--- config.mk ---
export PLATFORM = sky130hd
export DESIGN_NAME = flkc_host
export DESIGN_NICKNAME = d
export VERILOG_FILES = /design/src/logic/flkc_pkg.sv /design/src/logic/flkc_host.sv /design/src/logic/flkc_sync.sv
export SDC_FILE = /design/constraint.sdc
export NUM_CORES = 1
export LEC_CHECK = 0
export ABC_AREA = 1
export BUFFER_PORTS_ARGS = -buffer_cell sky130_fd_sc_hd__buf_4
export CAP_MARGIN = 0
export CORE_MARGIN = 2
export CORE_UTILIZATION = 57
export CTS_CLUSTER_DIAMETER = 100
export DETAILED_ROUTE_END_ITERATION = 6
export PLACE_DENSITY = 0.9
export SLEW_MARGIN = 20
export SYNTH_ARGS = -nofsm -noshare
export SYNTH_HDL_FRONTEND = slang
export SYNTH_SLANG_ARGS = --single-unit
--- constraint.sdc ---
create_clock -name clk -period 3 [get_ports clk]
set_clock_uncertainty 0.05 [all_clocks]
set_input_delay 0.45 -clock clk [delete_from_list [all_inputs] [get_ports clk]]
set_output_delay 0.45 -clock clk [all_outputs]
set_load 0.01 [all_outputs]
--- src/logic/flkc_pkg.sv ---
// flkc_pkg: constants for the lock-bit configuration host controller.
// assumes a 100 MHz clock and a x16 flash with async bus pins.
package flkc_pkg;
	// ==========================================
	// flash commands
	localparam logic [7:0] CMD_LOCK_SETUP   = 8'h60;
	localparam logic [7:0] CMD_BLOCK_CONF   = 8'h01;
	localparam logic [7:0] CMD_PERM_CONF    = 8'hf1;
	localparam logic [7:0] CMD_CLEAR_CONF   = 8'hd0;
	localparam logic [7:0] CMD_READ_STATUS  = 8'h70;
	localparam logic [7:0] CMD_CLEAR_STATUS = 8'h50;
	localparam logic [7:0] CMD_READ_ARRAY   = 8'hff;
	// ==========================================
	// operation_status field positions
	localparam int ST_READY   = 7;
	localparam int ST_ESUSP   = 6;
	localparam int ST_CLR_ERR = 5;
	localparam int ST_SET_ERR = 4;
	localparam int ST_WSUSP   = 2;
	localparam int ST_PROT    = 1;
	// ==========================================
	// controller register map (word index on the local port)
	localparam logic [3:0] REG_CTRL    = 4'h0;
	localparam logic [3:0] REG_ADDR    = 4'h1;
	localparam logic [3:0] REG_STATUS  = 4'h2;
	localparam logic [3:0] REG_RESULT  = 4'h3;
	localparam logic [2:0] OP_SET_BLOCK = 3'h1;
	localparam logic [2:0] OP_SET_PERM  = 3'h2;
	localparam logic [2:0] OP_CLEAR     = 3'h3;
	localparam logic [2:0] OP_CLR_STAT  = 3'h4;
	localparam logic [2:0] OP_ARRAY     = 3'h5;
	localparam logic [2:0] OP_POLL      = 3'h6;
	localparam logic [31:0] RESET_WORD  = 32'h0000_0000;
	// ==========================================
	// bus timing
	localparam int T_PULSE_NS = 60;
	localparam int T_GAP_NS   = 40;
	localparam int CLK_NS     = 10;
	localparam logic [3:0] PULSE_CYC = 4'((T_PULSE_NS + CLK_NS - 1) / CLK_NS);
	localparam logic [3:0] GAP_CYC   = 4'((T_GAP_NS + CLK_NS - 1) / CLK_NS);
	localparam logic [15:0] POLL_LIMIT = 16'hffff;
endpackage

--- src/logic/flkc_host.sv ---
// flkc_host: host-side controller issuing lock-bit configuration sequences
// to a boot-block flash and polling operation_status.
// assumes the flash bus pins connect directly; data pins are tristated
// by the bench from dq_out/dq_oe.
// assumes software polls STATUS for busy low before each new order.
//
// Contract
// - set lock: write 60h then 01h at block or f1h anywhere.
// - host ignores bits 6..0 while bit 7 reads zero.
// - host masks reserved bits 3 and 0.
// - host writes 70h to read status, ffh to return to array.
// - command written only with chip enable and write enable both low.
`timescale 1ns/1ps
module flkc_host (
	// clock and reset
	input  wire logic        clk,
	input  wire logic        rst_n,
	// local register port
	input  wire logic [3:0]  reg_addr,
	input  wire logic [31:0] reg_wdata,
	input  wire logic        reg_wr,
	input  wire logic        reg_rd,
	output logic      [31:0] reg_rdata,
	// flash pins
	output logic      [19:0] fl_addr,
	output logic      [15:0] dq_out,
	output logic             dq_oe,
	input  wire logic [15:0] dq_in,
	output logic             ce_n,
	output logic             we_n,
	output logic             oe_n
);
	typedef enum {
		S_IDLE, S_WR_ASSERT, S_WR_GAP, S_RD_ASSERT, S_RD_GAP, S_DECIDE
	} flkc_state_t;

	// sequencer, orders from software and the outcome
	flkc_state_t state;
	logic [2:0]  op;
	logic        busy;
	logic        done;
	logic        timeout;
	logic [19:0] target;
	logic [7:0]  result;
	logic [1:0]  step;
	logic [3:0]  tcnt;
	logic [15:0] polls;
	// pin data after the synchroniser, and the byte being written
	logic [7:0]  dq_sync;
	logic [7:0]  cmd_byte;
	logic        start;

	// only the status byte is ever read back
	flkc_sync #(.W(8)) u_sync (
		.clk      (clk),
		.rst_n    (rst_n),
		.async_in (dq_in[7:0]),
		.sync_out (dq_sync)
	);

	// ==========================================
	// sequence table: command byte for each step of each operation
	function automatic logic [7:0] seq_byte(input logic [2:0] o, input logic [1:0] s);
		logic [7:0] b;
		b = flkc_pkg::CMD_READ_STATUS;
		case (o)
			flkc_pkg::OP_SET_BLOCK: b = (s == 2'd0) ? flkc_pkg::CMD_LOCK_SETUP
			                                        : flkc_pkg::CMD_BLOCK_CONF;
			flkc_pkg::OP_SET_PERM:  b = (s == 2'd0) ? flkc_pkg::CMD_LOCK_SETUP
			                                        : flkc_pkg::CMD_PERM_CONF;
			flkc_pkg::OP_CLEAR:     b = (s == 2'd0) ? flkc_pkg::CMD_LOCK_SETUP
			                                        : flkc_pkg::CMD_CLEAR_CONF;
			flkc_pkg::OP_CLR_STAT:  b = flkc_pkg::CMD_CLEAR_STATUS;
			flkc_pkg::OP_ARRAY:     b = flkc_pkg::CMD_READ_ARRAY;
			flkc_pkg::OP_POLL:      b = flkc_pkg::CMD_READ_STATUS;
			default:                b = flkc_pkg::CMD_READ_STATUS;
		endcase
		return b;
	endfunction

	// number of command writes before status polling
	function automatic logic [1:0] seq_len(input logic [2:0] o);
		case (o)
			flkc_pkg::OP_SET_BLOCK, flkc_pkg::OP_SET_PERM, flkc_pkg::OP_CLEAR: return 2'd2;
			default: return 2'd1;
		endcase
	endfunction

	// does this operation wait on ready before finishing
	function automatic logic seq_polls(input logic [2:0] o);
		return (o == flkc_pkg::OP_SET_BLOCK) || (o == flkc_pkg::OP_SET_PERM)
		    || (o == flkc_pkg::OP_CLEAR) || (o == flkc_pkg::OP_POLL);
	endfunction

	// true on the last command write of an operation
	function automatic logic seq_last(input logic [2:0] o, input logic [1:0] s);
		return (s + 2'd1) >= seq_len(o);
	endfunction

	// ==========================================
	// status kept for software; reserved bits forced to zero
	// so software never sees noise from them
	function automatic logic [7:0] keep_status(input logic [7:0] raw);
		logic [7:0] k;
		k = 8'h00;
		k[flkc_pkg::ST_READY]   = raw[flkc_pkg::ST_READY];
		k[flkc_pkg::ST_ESUSP]   = raw[flkc_pkg::ST_ESUSP];
		k[flkc_pkg::ST_CLR_ERR] = raw[flkc_pkg::ST_CLR_ERR];
		k[flkc_pkg::ST_SET_ERR] = raw[flkc_pkg::ST_SET_ERR];
		k[flkc_pkg::ST_WSUSP]   = raw[flkc_pkg::ST_WSUSP];
		k[flkc_pkg::ST_PROT]    = raw[flkc_pkg::ST_PROT];
		return k;
	endfunction

	assign cmd_byte = seq_byte(op, step);
	// a start is a control write of a nonzero operation while idle
	assign start    = (state == S_IDLE) && reg_wr && !busy
	                  && (reg_addr == flkc_pkg::REG_CTRL) && (reg_wdata[2:0] != 3'h0);

	// ==========================================
	// command capture from the local port
	// writes while busy are dropped; software polls STATUS before a new order
	always_ff @(posedge clk) begin
		if (!rst_n) begin
			op     <= 3'h0;
			target <= 20'h0_0000;
		end else if (reg_wr && !busy) begin
			if (reg_addr == flkc_pkg::REG_CTRL) begin
				op <= reg_wdata[2:0];
			end else if (reg_addr == flkc_pkg::REG_ADDR) begin
				target <= reg_wdata[19:0];
			end
		end
	end

	// ==========================================
	// sequencer
	always_ff @(posedge clk) begin
		if (!rst_n) begin
			state <= S_IDLE;
			busy  <= 1'b0;
			step  <= 2'd0;
			tcnt  <= 4'h0;
			polls <= 16'h0000;
		end else begin
			case (state)
				S_IDLE: begin
					if (start) begin
						busy  <= 1'b1;
						step  <= 2'd0;
						polls <= 16'h0000;
						tcnt  <= flkc_pkg::PULSE_CYC;
						state <= S_WR_ASSERT;
					end
				end
				S_WR_ASSERT: begin
					if (tcnt == 4'h1) begin
						tcnt  <= flkc_pkg::GAP_CYC;
						state <= S_WR_GAP;
					end else begin
						tcnt <= tcnt - 4'h1;
					end
				end
				S_WR_GAP: begin
					if (tcnt == 4'h1) begin
						if (!seq_last(op, step)) begin
							step  <= step + 2'd1;
							tcnt  <= flkc_pkg::PULSE_CYC;
							state <= S_WR_ASSERT;
						end else if (seq_polls(op)) begin
							// the flash already answers status reads here
							tcnt  <= flkc_pkg::PULSE_CYC;
							state <= S_RD_ASSERT;
						end else begin
							busy  <= 1'b0;
							state <= S_IDLE;
						end
					end else begin
						tcnt <= tcnt - 4'h1;
					end
				end
				S_RD_ASSERT: begin
					if (tcnt == 4'h1) begin
						tcnt  <= flkc_pkg::GAP_CYC;
						state <= S_RD_GAP;
					end else begin
						tcnt <= tcnt - 4'h1;
					end
				end
				S_RD_GAP: begin
					// gap also covers synchroniser latency
					if (tcnt == 4'h1) begin
						state <= S_DECIDE;
					end else begin
						tcnt <= tcnt - 4'h1;
					end
				end
				S_DECIDE: begin
					// give up after the poll limit so a dead flash cannot hang software
					if (dq_sync[flkc_pkg::ST_READY] || polls == flkc_pkg::POLL_LIMIT) begin
						busy  <= 1'b0;
						state <= S_IDLE;
					end else begin
						polls <= polls + 16'h0001;
						tcnt  <= flkc_pkg::PULSE_CYC;
						state <= S_RD_ASSERT;
					end
				end
				default: begin
					state <= S_IDLE;
					busy  <= 1'b0;
				end
			endcase
		end
	end

	// ==========================================
	// outcome capture: bits 6..0 only taken once ready is seen
	always_ff @(posedge clk) begin
		if (!rst_n) begin
			result  <= 8'h00;
			done    <= 1'b0;
			timeout <= 1'b0;
		end else if (start) begin
			done    <= 1'b0;
			timeout <= 1'b0;
		end else if (state == S_WR_GAP && tcnt == 4'h1 && seq_last(op, step)
		             && !seq_polls(op)) begin
			// no poll for this operation: finished once its last write ends
			done <= 1'b1;
		end else if (state == S_DECIDE) begin
			if (dq_sync[flkc_pkg::ST_READY]) begin
				// reserved bits 3 and 0 read as zero
				result <= keep_status(dq_sync);
				done   <= 1'b1;
			end else if (polls == flkc_pkg::POLL_LIMIT) begin
				// flash never reported ready within the poll limit
				timeout <= 1'b1;
				done    <= 1'b1;
			end
		end
	end

	// ==========================================
	// flash pin drive; a write needs both enables low
	always_ff @(posedge clk) begin
		if (!rst_n) begin
			ce_n    <= 1'b1;
			we_n    <= 1'b1;
			oe_n    <= 1'b1;
			dq_oe   <= 1'b0;
			dq_out  <= 16'h0000;
			fl_addr <= 20'h0_0000;
		end else begin
			// both enables rise on one edge; the flash takes the command at the first
			ce_n  <= !(state == S_WR_ASSERT || state == S_RD_ASSERT);
			we_n  <= !(state == S_WR_ASSERT);
			oe_n  <= !(state == S_RD_ASSERT);
			// data held through the gap as hold time after the strobe
			dq_oe <= (state == S_WR_ASSERT || state == S_WR_GAP);
			dq_out  <= {8'h00, cmd_byte};
			// block confirm must land inside the target block
			fl_addr <= target;
		end
	end

	// ==========================================
	// register read port, data one cycle after the strobe
	// reads have no side effects, so polling never disturbs a sequence
	always_ff @(posedge clk) begin
		if (!rst_n) begin
			reg_rdata <= flkc_pkg::RESET_WORD;
		end else if (reg_rd) begin
			case (reg_addr)
				flkc_pkg::REG_CTRL:   reg_rdata <= {29'h0, op};
				flkc_pkg::REG_ADDR:   reg_rdata <= {12'h000, target};
				flkc_pkg::REG_STATUS: reg_rdata <= {29'h0, timeout, done, busy};
				// protect, set-error, clear-error interpreted by software
				flkc_pkg::REG_RESULT: reg_rdata <= {24'h00_0000, result};
				default:              reg_rdata <= 32'h0000_0000;
			endcase
		end else begin
			reg_rdata <= 32'h0000_0000;
		end
	end
endmodule

--- src/logic/flkc_sync.sv ---
// flkc_sync: three-stage synchroniser for pin inputs with agree filter.
// assumes inputs are asynchronous to clk.
`timescale 1ns/1ps
module flkc_sync #(
	parameter int W = 8
) (
	// clock and reset
	input  wire logic         clk,
	input  wire logic         rst_n,
	// pins in, filtered out
	input  wire logic [W-1:0] async_in,
	output logic      [W-1:0] sync_out
);
	logic [W-1:0] s1;
	logic [W-1:0] s2;
	logic [W-1:0] s3;

	always_ff @(posedge clk) begin
		if (!rst_n) begin
			s1 <= '0;
			s2 <= '0;
			s3 <= '0;
		end else begin
			s1 <= async_in;
			s2 <= s1;
			s3 <= s2;
		end
	end

	// bits change only once stages two and three agree
	always_ff @(posedge clk) begin
		if (!rst_n) begin
			sync_out <= '0;
		end else begin
			for (int i = 0; i < W; i++) begin
				if (s2[i] == s3[i]) begin
					sync_out[i] <= s3[i];
				end
			end
		end
	end
endmodule
==> impl_metrics.ini, run 1 <==
[timing]
finalSetupViolCount = 0
hold_viol_final = 0
worst_slew_pin_slew_ns = 0.855
fmax_mhz = 446
min_period_ns = 2.24
fin_tns_setup_ns = 0
finalMaxSlewViolations = 0
rsz0062_at_grt = no
fin_crit_sh_pct = 74.8
relSlewSlack_pct = 42.8
whs_ns = 0.0597

[cells_and_area]
multi_input_area_mm2 = 0.00201
n_antenna_cell = 0
final_common_cell = dfxtp_1
syn_to_final_growth_pct = 21.7
fin_nets = 826
layout-drive-gt1-share_pct = 20.4
mostFrequentLayoutCells = dfxtp_1, nand2_1, inv_1
regArea_mm2 = 0.00262
n_fill_cell = 632

[global_route]
grt_pass1_vias = 4314
grt_usage_pct = 24.0
grt-ovfl-total = 0
grt_max_degree = 87
antenna_found_initial = 0
grt_pass1_wl_um = 19200

[clocking]
clock_sinks = 131
clockBufferDepth = 2
cts-root-buf = clkbuf_8
cts.htree.levels = 4
path_clk_slew_ns = 0.06
ctsResizeCount = 0
worstSkewPairLatency_ns = 0.52
tritoncts = yes
cts_buffers = 17
cts_hold_buf = 0
cts_setup_buffers = 0

[pwr]
powerDensity_mw_per_mm2 = 678
leakage_nw = 3.07
p_total_mw = 4.36
irDropWorstVdd_mv = 0.441

[critical_path]
crit_fanout = 6
crit_type = reg2reg
timing.rr.start = op[2]
required_ns = 3.37
cp_data_arrival_time_ns = 2.61
r2r_end = tcnt[0]
r2r_setup_slack_ns = 0.76
r2r_cells = 11
end_kind = flip-flop
crit_path_start_kind = flip-flop

[die]
start_util_pct = 58.0
pin_count = 128
num_rows = 35
die_h_um = 100
die-area_mm2 = 0.0101
coreArea_mm2 = 0.00911
die_w_um = 100

[drt]
route.detailed.drc = 0
viasPerCell = 5.22
drt_first_pass_iters = 7
drt-total-wl_um = 11800
routedWlPerCell_um = 13.3
via_count = 4627
drt_iter0_drc = 268
antenna_left = 0

[place]
portBuffers = 85
routabilityCongestion = 0.867
place_hpwl_um = 7360

[logic_synthesis]
ys_types = 37
async_flop_share_pct = 0
ys_ff_latch = 131
synth_edf_count = 0
syn_area_mm2 = 0.00529
synth_ff_type = dfxtp_1
syn_avg_cell_area_um2 = 7.75
yosysTopAreaCellShare_pct = 49.6
synthTopCellsByArea = dfxtp_1, nand2_1, inv_1, a21oi_1, o21ai_0
synth_warnings = 0
yosysTopAreaCell = dfxtp_1
ys_seq_area_share_pct = 49.6
synthCells = 682

[worst_hold_path]
min_path_cells = 3
hold_start = dq_in[5]
hold_class = in2reg
hold_end = u_sync.s1[5]

[run]
drv_cap = 0

[outcome]
status = completed
-- power by group --
| part | switching [mW] | internal, mW |
|---|---|---|
| logic | 0.387 | 0.218 |
| clock network | 0.840 | 1.05 |
| registers | 0.0550 | 1.81 |
| total | 1.28 | 3.08 |
-- worst max path at each step --
stage | slack (ns) | from | to
floorplan | 1.14 | step[0] | tcnt[2]
global placement | 0.94 | step[0] | tcnt[1]
detailed placement | 0.82 | step[0] | tcnt[0]
CTS | 0.80 | step[0] | tcnt[0]
global route | 0.62 | op[2] | tcnt[2]
finish | 0.76 | op[2] | tcnt[0]
-- Yosys cell counts (2+ instances only) --
master	count
nor2_4	2
nor2_2	5
nor2_1	63
nand3b_1	3
nand4_1	3
o21ai_0	48
dfxtp_1	131
nand3_2	4
buf_2	2
ha_1	7
clkbuf_1	18
nand2_1	116
buf_4	23
nor3_1	17
nor3_2	2
a21oi_1	55
nand3_1	25
a21oi_2	4
nand2_2	6
a211oi_1	2
o22ai_1	7
inv_2	8
inv_1	111
xor2_1	4
nand2_4	4
-- metal layers --
layer	global-route usage, %	part of all wire [%]	wire [um]	vias up
li1	-	-	-	2259
met5	0	0	0	-
met4	11.0	2.7	314	0
met1	27.9	41	4880	2125
met3	6.69	6.4	763	35
met2	41.0	50	5880	208
-- state kept, by name, indices dropped and copies added (netlist names), 2 cells and up --
name and cells:
dq_out 6, fl_addr 20, op 3, polls 16, reg_rdata 20, result 6, state 3, step 2
target 20, tcnt 4, u_sync.s1 6, u_sync.s2 6, u_sync.s3 6, u_sync.sync_out 6
-- through the flow --
step | std cells | utilization, % | instance area (um2) | setup WS (ns)
floorplan | 701 | - | 5360 | 1.14
global placement | 855 | 64.6 | 5880 | 0.936
detailed placement | 855 | 64.6 | 5880 | 0.823
CTS | 887 | 70.6 | 6430 | 0.802
global route | 887 | 70.6 | 6430 | 0.621
finish | 887 | 70.6 | 6430 | 0.755
-- logic make-up after synthesis --
group	Yosys count	synth area share, %
and+or+nand+nor	252	21.8
buffers and inverters	164	13.6
DFF	131	49.6
AOI/OAI and AO/OA	122	12.4
adders and majority gates	7	1.66
xor gates and xnor gates	5	0.828
other	1	0.0709
-- final cells by class --
class | instances | area share, %
clock buffer | 17 | 6.44
clock inverter | 15 | 2.06
inverter | 120 | 7.08
multi-input combinational | 406 | 31.3
sequential | 131 | 40.8
tap | 111 | 2.16
timing repair buffer | 87 | 10.2
-- critical path: stages (launching register included) --
cell and delay, ns:
dfxtp_1 0.33, inv_1 0.18, o21ai_0 0.19, ha_1 0.35
nand2_1 0.08, nand3b_1 0.18, nand3_1 0.14, nand3_1 0.16
nor2_2 0.24, nand2_1 0.11, nand2_1 0.09, nor2_1 0.05
No activity file was read; power rests on OpenSTA's default activity.
==> inputs of run 2 (changes only) <==
--- a/config.mk
+++ b/config.mk
@@ -5,14 +5,14 @@
 export SDC_FILE = /design/constraint.sdc
 export NUM_CORES = 1
 export LEC_CHECK = 0
-export ABC_AREA = 1
+export ABC_AREA = 0
 export BUFFER_PORTS_ARGS = -buffer_cell sky130_fd_sc_hd__buf_4
 export CAP_MARGIN = 0
 export CORE_MARGIN = 2
-export CORE_UTILIZATION = 57
+export CORE_UTILIZATION = 53
 export CTS_CLUSTER_DIAMETER = 100
 export DETAILED_ROUTE_END_ITERATION = 6
-export PLACE_DENSITY = 0.9
+export PLACE_DENSITY = 0.86
 export SLEW_MARGIN = 20
 export SYNTH_ARGS = -nofsm -noshare
 export SYNTH_HDL_FRONTEND = slang
==> constraint.sdc (replaced) <==
create_clock -name clk -period 2.21 [get_ports clk]
set_clock_uncertainty 0.05 [all_clocks]
set_input_delay 0.3315 -clock clk [delete_from_list [all_inputs] [get_ports clk]]
set_output_delay 0.3315 -clock clk [all_outputs]
set_load 0.01 [all_outputs]
==> impl_metrics.ini, run 2 <==
[run]
drv_cap = 0

[timing]
fmax_mhz = 465
worst_slew_pin_slew_ns = 0.665
finalMaxSlewViolations = 0
hold_viol_final = 0
fin_crit_sh_pct = 97.2
finalSetupViolCount = 0
relSlewSlack_pct = 55.5
fin_tns_setup_ns = 0
min_period_ns = 2.15
rsz0062_at_grt = yes

[logic_synthesis]
synth_warnings = 0
ys_seq_area_share_pct = 51.7
synth_edf_count = 0
ys_types = 56
synthCells = 553
ys_ff_latch = 131
synthTopCellsByArea = dfxtp_1, and2_1, nand2_1, a21oi_1, nor2_1
syn_area_mm2 = 0.00508
synth_most_common_cell = dfxtp_1
yosysTopAreaCellShare_pct = 51.7
synth_ff_type = dfxtp_1
yosysTopAreaCell = dfxtp_1
synth_commonest_cells = dfxtp_1, nand2_1, and2_1
async_flop_share_pct = 0
syn_avg_cell_area_um2 = 9.18

[global_route]
grt-ovfl-total = 0
met1_usage_pct = 29.0
grt_pass1_vias = 4007
grt.busiest_layer = met2
use_met3_pct = 7.05
grt_pass1_wl_um = 18800
grt_usage_pct = 23.4
use_met2_pct = 39.0
antenna_found_initial = 0
grt_max_degree = 37

[cells_and_area]
fin_nets = 723
final_util_pct = 70.5
multi_input_area_mm2 = 0.00222
regArea_mm2 = 0.00262
final_common_cell = dfxtp_1
mostFrequentLayoutCells = dfxtp_1, buf_4, nand2_1
layout-drive-gt1-share_pct = 23.5
syn_to_final_growth_pct = 28.9
top_regs = fl_addr: 20 flops, reg_rdata: 20 flops, target: 20 flops
n_antenna_cell = 0
n_fill_cell = 668

[worst_hold_path]
hold_start = reg_wdata[15]
hold_end = target[15]
hold_class = in2reg
min_path_cells = 3

[clocking]
clockBufferDepth = 2
path_clk_slew_ns = 0.06
worstSkewPairLatency_ns = 0.52
cts_buffers = 17
tritoncts = yes
clock_sinks = 131
cts.htree.levels = 4
cts-root-buf = clkbuf_8

[die]
die_h_um = 102
die_w_um = 102
coreArea_mm2 = 0.00928
pin_count = 128
num_rows = 35
start_util_pct = 54.7
die-area_mm2 = 0.0104

[critical_path]
crit_path_start_kind = flip-flop
r2r_setup_slack_ns = 0.06
cp_data_arrival_time_ns = 2.55
r2r_end = step[1]
end_kind = flip-flop
required_ns = 2.61
crit_fanout = 2
crit_type = reg2reg
timing.rr.start = op[0]
r2r_cells = 8

[drt]
routedWlPerCell_um = 14.7
via_count = 4251
viasPerCell = 5.30
route.detailed.drc = 0
drt_first_pass_iters = 6
drt-total-wl_um = 11800
drt_iter0_drc = 232
antenna_left = 0

[outcome]
status = completed

[place]
routabilityCongestion = 0.898
place_hpwl_um = 7860
portBuffers = 85

[pwr]
leakage_nw = 2.73
powerDensity_mw_per_mm2 = 893
irDropWorstVdd_mv = 0.587
[run 2: changes by cell type after synthesis, sizes merged, moves of 13 or more]
| cell | previous run | this run |
|---|---|---|
| o21ai | 49 | 18 |
| nor2 | 71 | 50 |
| nand2 | 126 | 64 |
| a21oi | 59 | 43 |
| nand3 | 29 | 14 |
| and2 | 0 | 54 |
| mux2i | 0 | 16 |
| nor3 | 19 | 6 |
| inv | 119 | 13 |
[run 2: critical path, stage by stage, from the launching register on]
cell and delay, ns:
dfxtp_1 0.33, nor2_1 0.05, or2_2 0.30, ha_1 0.28
nand2b_1 0.17, a2111oi_2 0.41, o21ai_2 0.12, mux2_2 0.29
nor2_1 0.09
[run 2: cells by family (layout without fill, tap and decap cells)]
group	count (synthesis)	in the layout	synth area share, %
buffers and inverters	61	162	6.46
AND/OR/NAND/NOR	235	235	23.6
adder cells (fa/ha/maj)	7	7	1.73
XOR/XNOR	13	13	2.24
other	1	20	0.0739
AO/OA/AOI/OAI	86	86	9.96
multiplexers	19	19	4.26
flip-flops	131	131	51.7
[run 2: repair_timing]
item,4_1_cts,5_1_grt
gates resized for setup,1,7
hold buffers,6,1
pin swaps,0,0
endpoints found under the hold margin,6,1
endpoints found under the setup margin,1,7
buffers inserted,0,0
[run 2: routing by layer]
metal	wire, um	share of wire [%]	up-vias
met5	0	0	-
met4	146	1.2	0
met3	626	5.3	16
met2	6110	52	151
met1	4940	42	2032
li1	-	-	2052
[run 2: worst max path at each step]
stage | startpoint | endpoint | slack (ns) | cells past startpoint
after CTS | op[1] | step[1] | 0.008 | 8
after global placement | reg_addr[1] | tcnt[1] | 0.07 | 6
after detailed placement | reg_addr[1] | tcnt[1] | -0.01 | 6
after floorplan | op[1] | step[1] | 0.02 | 9
after global routing | op[0] | step[1] | -0.10 | 8
final | op[0] | step[1] | 0.06 | 8
[run 2: cell type report]
class,count,area share (%)
Timing Repair Buffer,117,13.7
Inverter,13,0.746
Clock inverter,14,2.51
Tap cell,129,2.47
Sequential cell,131,40.1
Multi-Input combinational cell,380,34.0
Clock buffer,18,6.54
[run 2: where the power goes]
| part | internal, mW | switching [mW] |
|---|---|---|
| sequential | 2.44 | 0.0580 |
| combinational | 0.247 | 0.316 |
| clock | 1.67 | 1.11 |
[run 2: per-stage QoR]
stage / area (um2) / hold slack, ns / worst slack (ns) / instances / power, mW
after global placement: 5860 / 0.366 / 0.0657 / 763 / 3.06
final: 6540 / 0.00381 / 0.0614 / 802 / 5.84
after detailed placement: 5860 / 0.373 / -0.0114 / 763 / 3.08
after floorplan: 5150 / 0.362 / 0.0151 / 572 / 2.92
after CTS: 6510 / 0.00397 / 0.00797 / 801 / 5.84
after global routing: 6540 / 0.00293 / -0.101 / 802 / 6.04
==> inputs of run 3 (changes only) <==
==> constraint.sdc (replaced) <==
create_clock -name clk -period 2.15 [get_ports clk]
set_clock_uncertainty 0.05 [all_clocks]
set_input_delay 0.3225 -clock clk [delete_from_list [all_inputs] [get_ports clk]]
set_output_delay 0.3225 -clock clk [all_outputs]
set_load 0.01 [all_outputs]
==> impl_metrics.ini, run 3 (same netlist as run 2, synthesis figures left out) <==
[clocking]
tritoncts = yes
cts.htree.levels = 4
worstSkewPairLatency_ns = 0.52
clock_sinks = 131
cts-root-buf = clkbuf_8
cts_buffers = 17
path_clk_slew_ns = 0.06
clockBufferDepth = 2

[place]
portBuffers = 85
place_hpwl_um = 7350
routabilityCongestion = 0.914

[cells_and_area]
n_fill_cell = 608
regArea_mm2 = 0.00262
mostFrequentLayoutCells = dfxtp_1, buf_4, nand2_1
multi_input_area_mm2 = 0.00226
fin_nets = 735
final_common_cell = dfxtp_1
top_regs = fl_addr: 20 flops, reg_rdata: 20 flops, target: 20 flops
final_util_pct = 72.4
layout-drive-gt1-share_pct = 23.5
n_antenna_cell = 0
syn_to_final_growth_pct = 32.3

[critical_path]
end_kind = flip-flop
required_ns = 2.55
crit_fanout = 2
crit_type = reg2reg
cp_data_arrival_time_ns = 2.48
crit_path_start_kind = flip-flop

[drt]
drt_first_pass_iters = 7
via_count = 4328
drt-total-wl_um = 12600
routedWlPerCell_um = 15.4
viasPerCell = 5.32
drt_iter0_drc = 271
antenna_left = 0
route.detailed.drc = 0

[timing]
worst_slew_pin_slew_ns = 0.512
min_period_ns = 2.08
hold_viol_final = 0
finalMaxSlewViolations = 0
finalSetupViolCount = 0
fin_crit_sh_pct = 96.8
fin_tns_setup_ns = 0
fmax_mhz = 480
relSlewSlack_pct = 65.6

[global_route]
grt-ovfl-total = 0
grt_pass1_wl_um = 19700
grt_pass1_vias = 4210
grt_max_degree = 43
antenna_found_initial = 0
grt_usage_pct = 24.6

[die]
num_rows = 35
start_util_pct = 54.7
die_w_um = 102
die_h_um = 102
die-area_mm2 = 0.0104
pin_count = 128
coreArea_mm2 = 0.00928

[pwr]
powerDensity_mw_per_mm2 = 908
irDropWorstVdd_mv = 0.474
p_total_mw = 6.10
leakage_nw = 2.81

[worst_hold_path]
hold_class = in2reg

[run]
drv_cap = 0

[outcome]
status = completed
==> run 3: cell count changes in the layout (fill, tap and decap cells not counted), sizes merged <==
| cell | change |
|---|---|
| clkbuf | -1 |
| dlygate4sd3 | +12 |
| clkinv | +1 |
==> run 3: path summary, 6_finish.rpt <==
check,from,endpoint,slack (ns),cells after the start
max reg2reg,op[1],step[1],0.07,8
min,reg_wdata[10],target[10],0.03,3
min reg2reg,u_sync.s1[7],u_sync.s2[7],0.38,1
max,op[1],step[1],0.07,8
==> run 3: report_power, final <==
part           switching (mW)  total, mW  internal, mW
Sequential             0.0590       2.56          2.50
Clock                    1.20       2.91          1.71
Combinational           0.346      0.629         0.283
==> run 3: layout make-up <==
| class | instances | share of cell area [%] |
|---|---|---|
| well taps | 129 | 2.40 |
| inverters | 13 | 0.726 |
| flip-flops and latches | 131 | 39.1 |
| clock buffers | 17 | 6.17 |
| clock inverters | 15 | 2.81 |
| repair buffers | 129 | 15.1 |
| multi-input cells | 380 | 33.7 |
==> run 3: metrics by stage <==
stage / setup WS (ns) / hold WS, ns / cell area [um2] / cells
2_1_floorplan: -0.00570 / 0.362 / 5170 / 572
3_3_place_gp: 0.0290 / 0.366 / 5870 / 763
3_5_place_dp: -0.00638 / 0.367 / 5870 / 763
4_1_cts: 0.00731 / 0.00155 / 6660 / 814
5_1_grt: -0.00263 / 0.00687 / 6720 / 814
6_report: 0.0682 / 0.0300 / 6720 / 814
==> run 3: critical path, stage by stage, from the launching register on <==
cell and delay (ns):
dfxtp_1 0.33, nor2_1 0.05, or2_2 0.29, ha_1 0.28, nand2b_4 0.16, a2111oi_4 0.37
o21ai_2 0.11, mux2_2 0.29, nor2_1 0.08
==> run 3: metal layers <==
metal	vias to the layer above	part of all wire, %	GRT usage [%]	wire, um
li1	2076	-	-	-
met1	2028	40	27.1	4970
met2	195	52	44.1	6480
met3	29	6.1	6.84	770
met4	0	2.8	11.3	347
met5	-	0	0	0
==> run 3: what timing repair did <==
action	in CTS	in global routing
hold buffers	19	0
endpoints found under the setup margin	1	15
pin swaps	1	1
endpoints found under the hold margin	19	0
buffers inserted	0	0
gates resized for setup	0	11
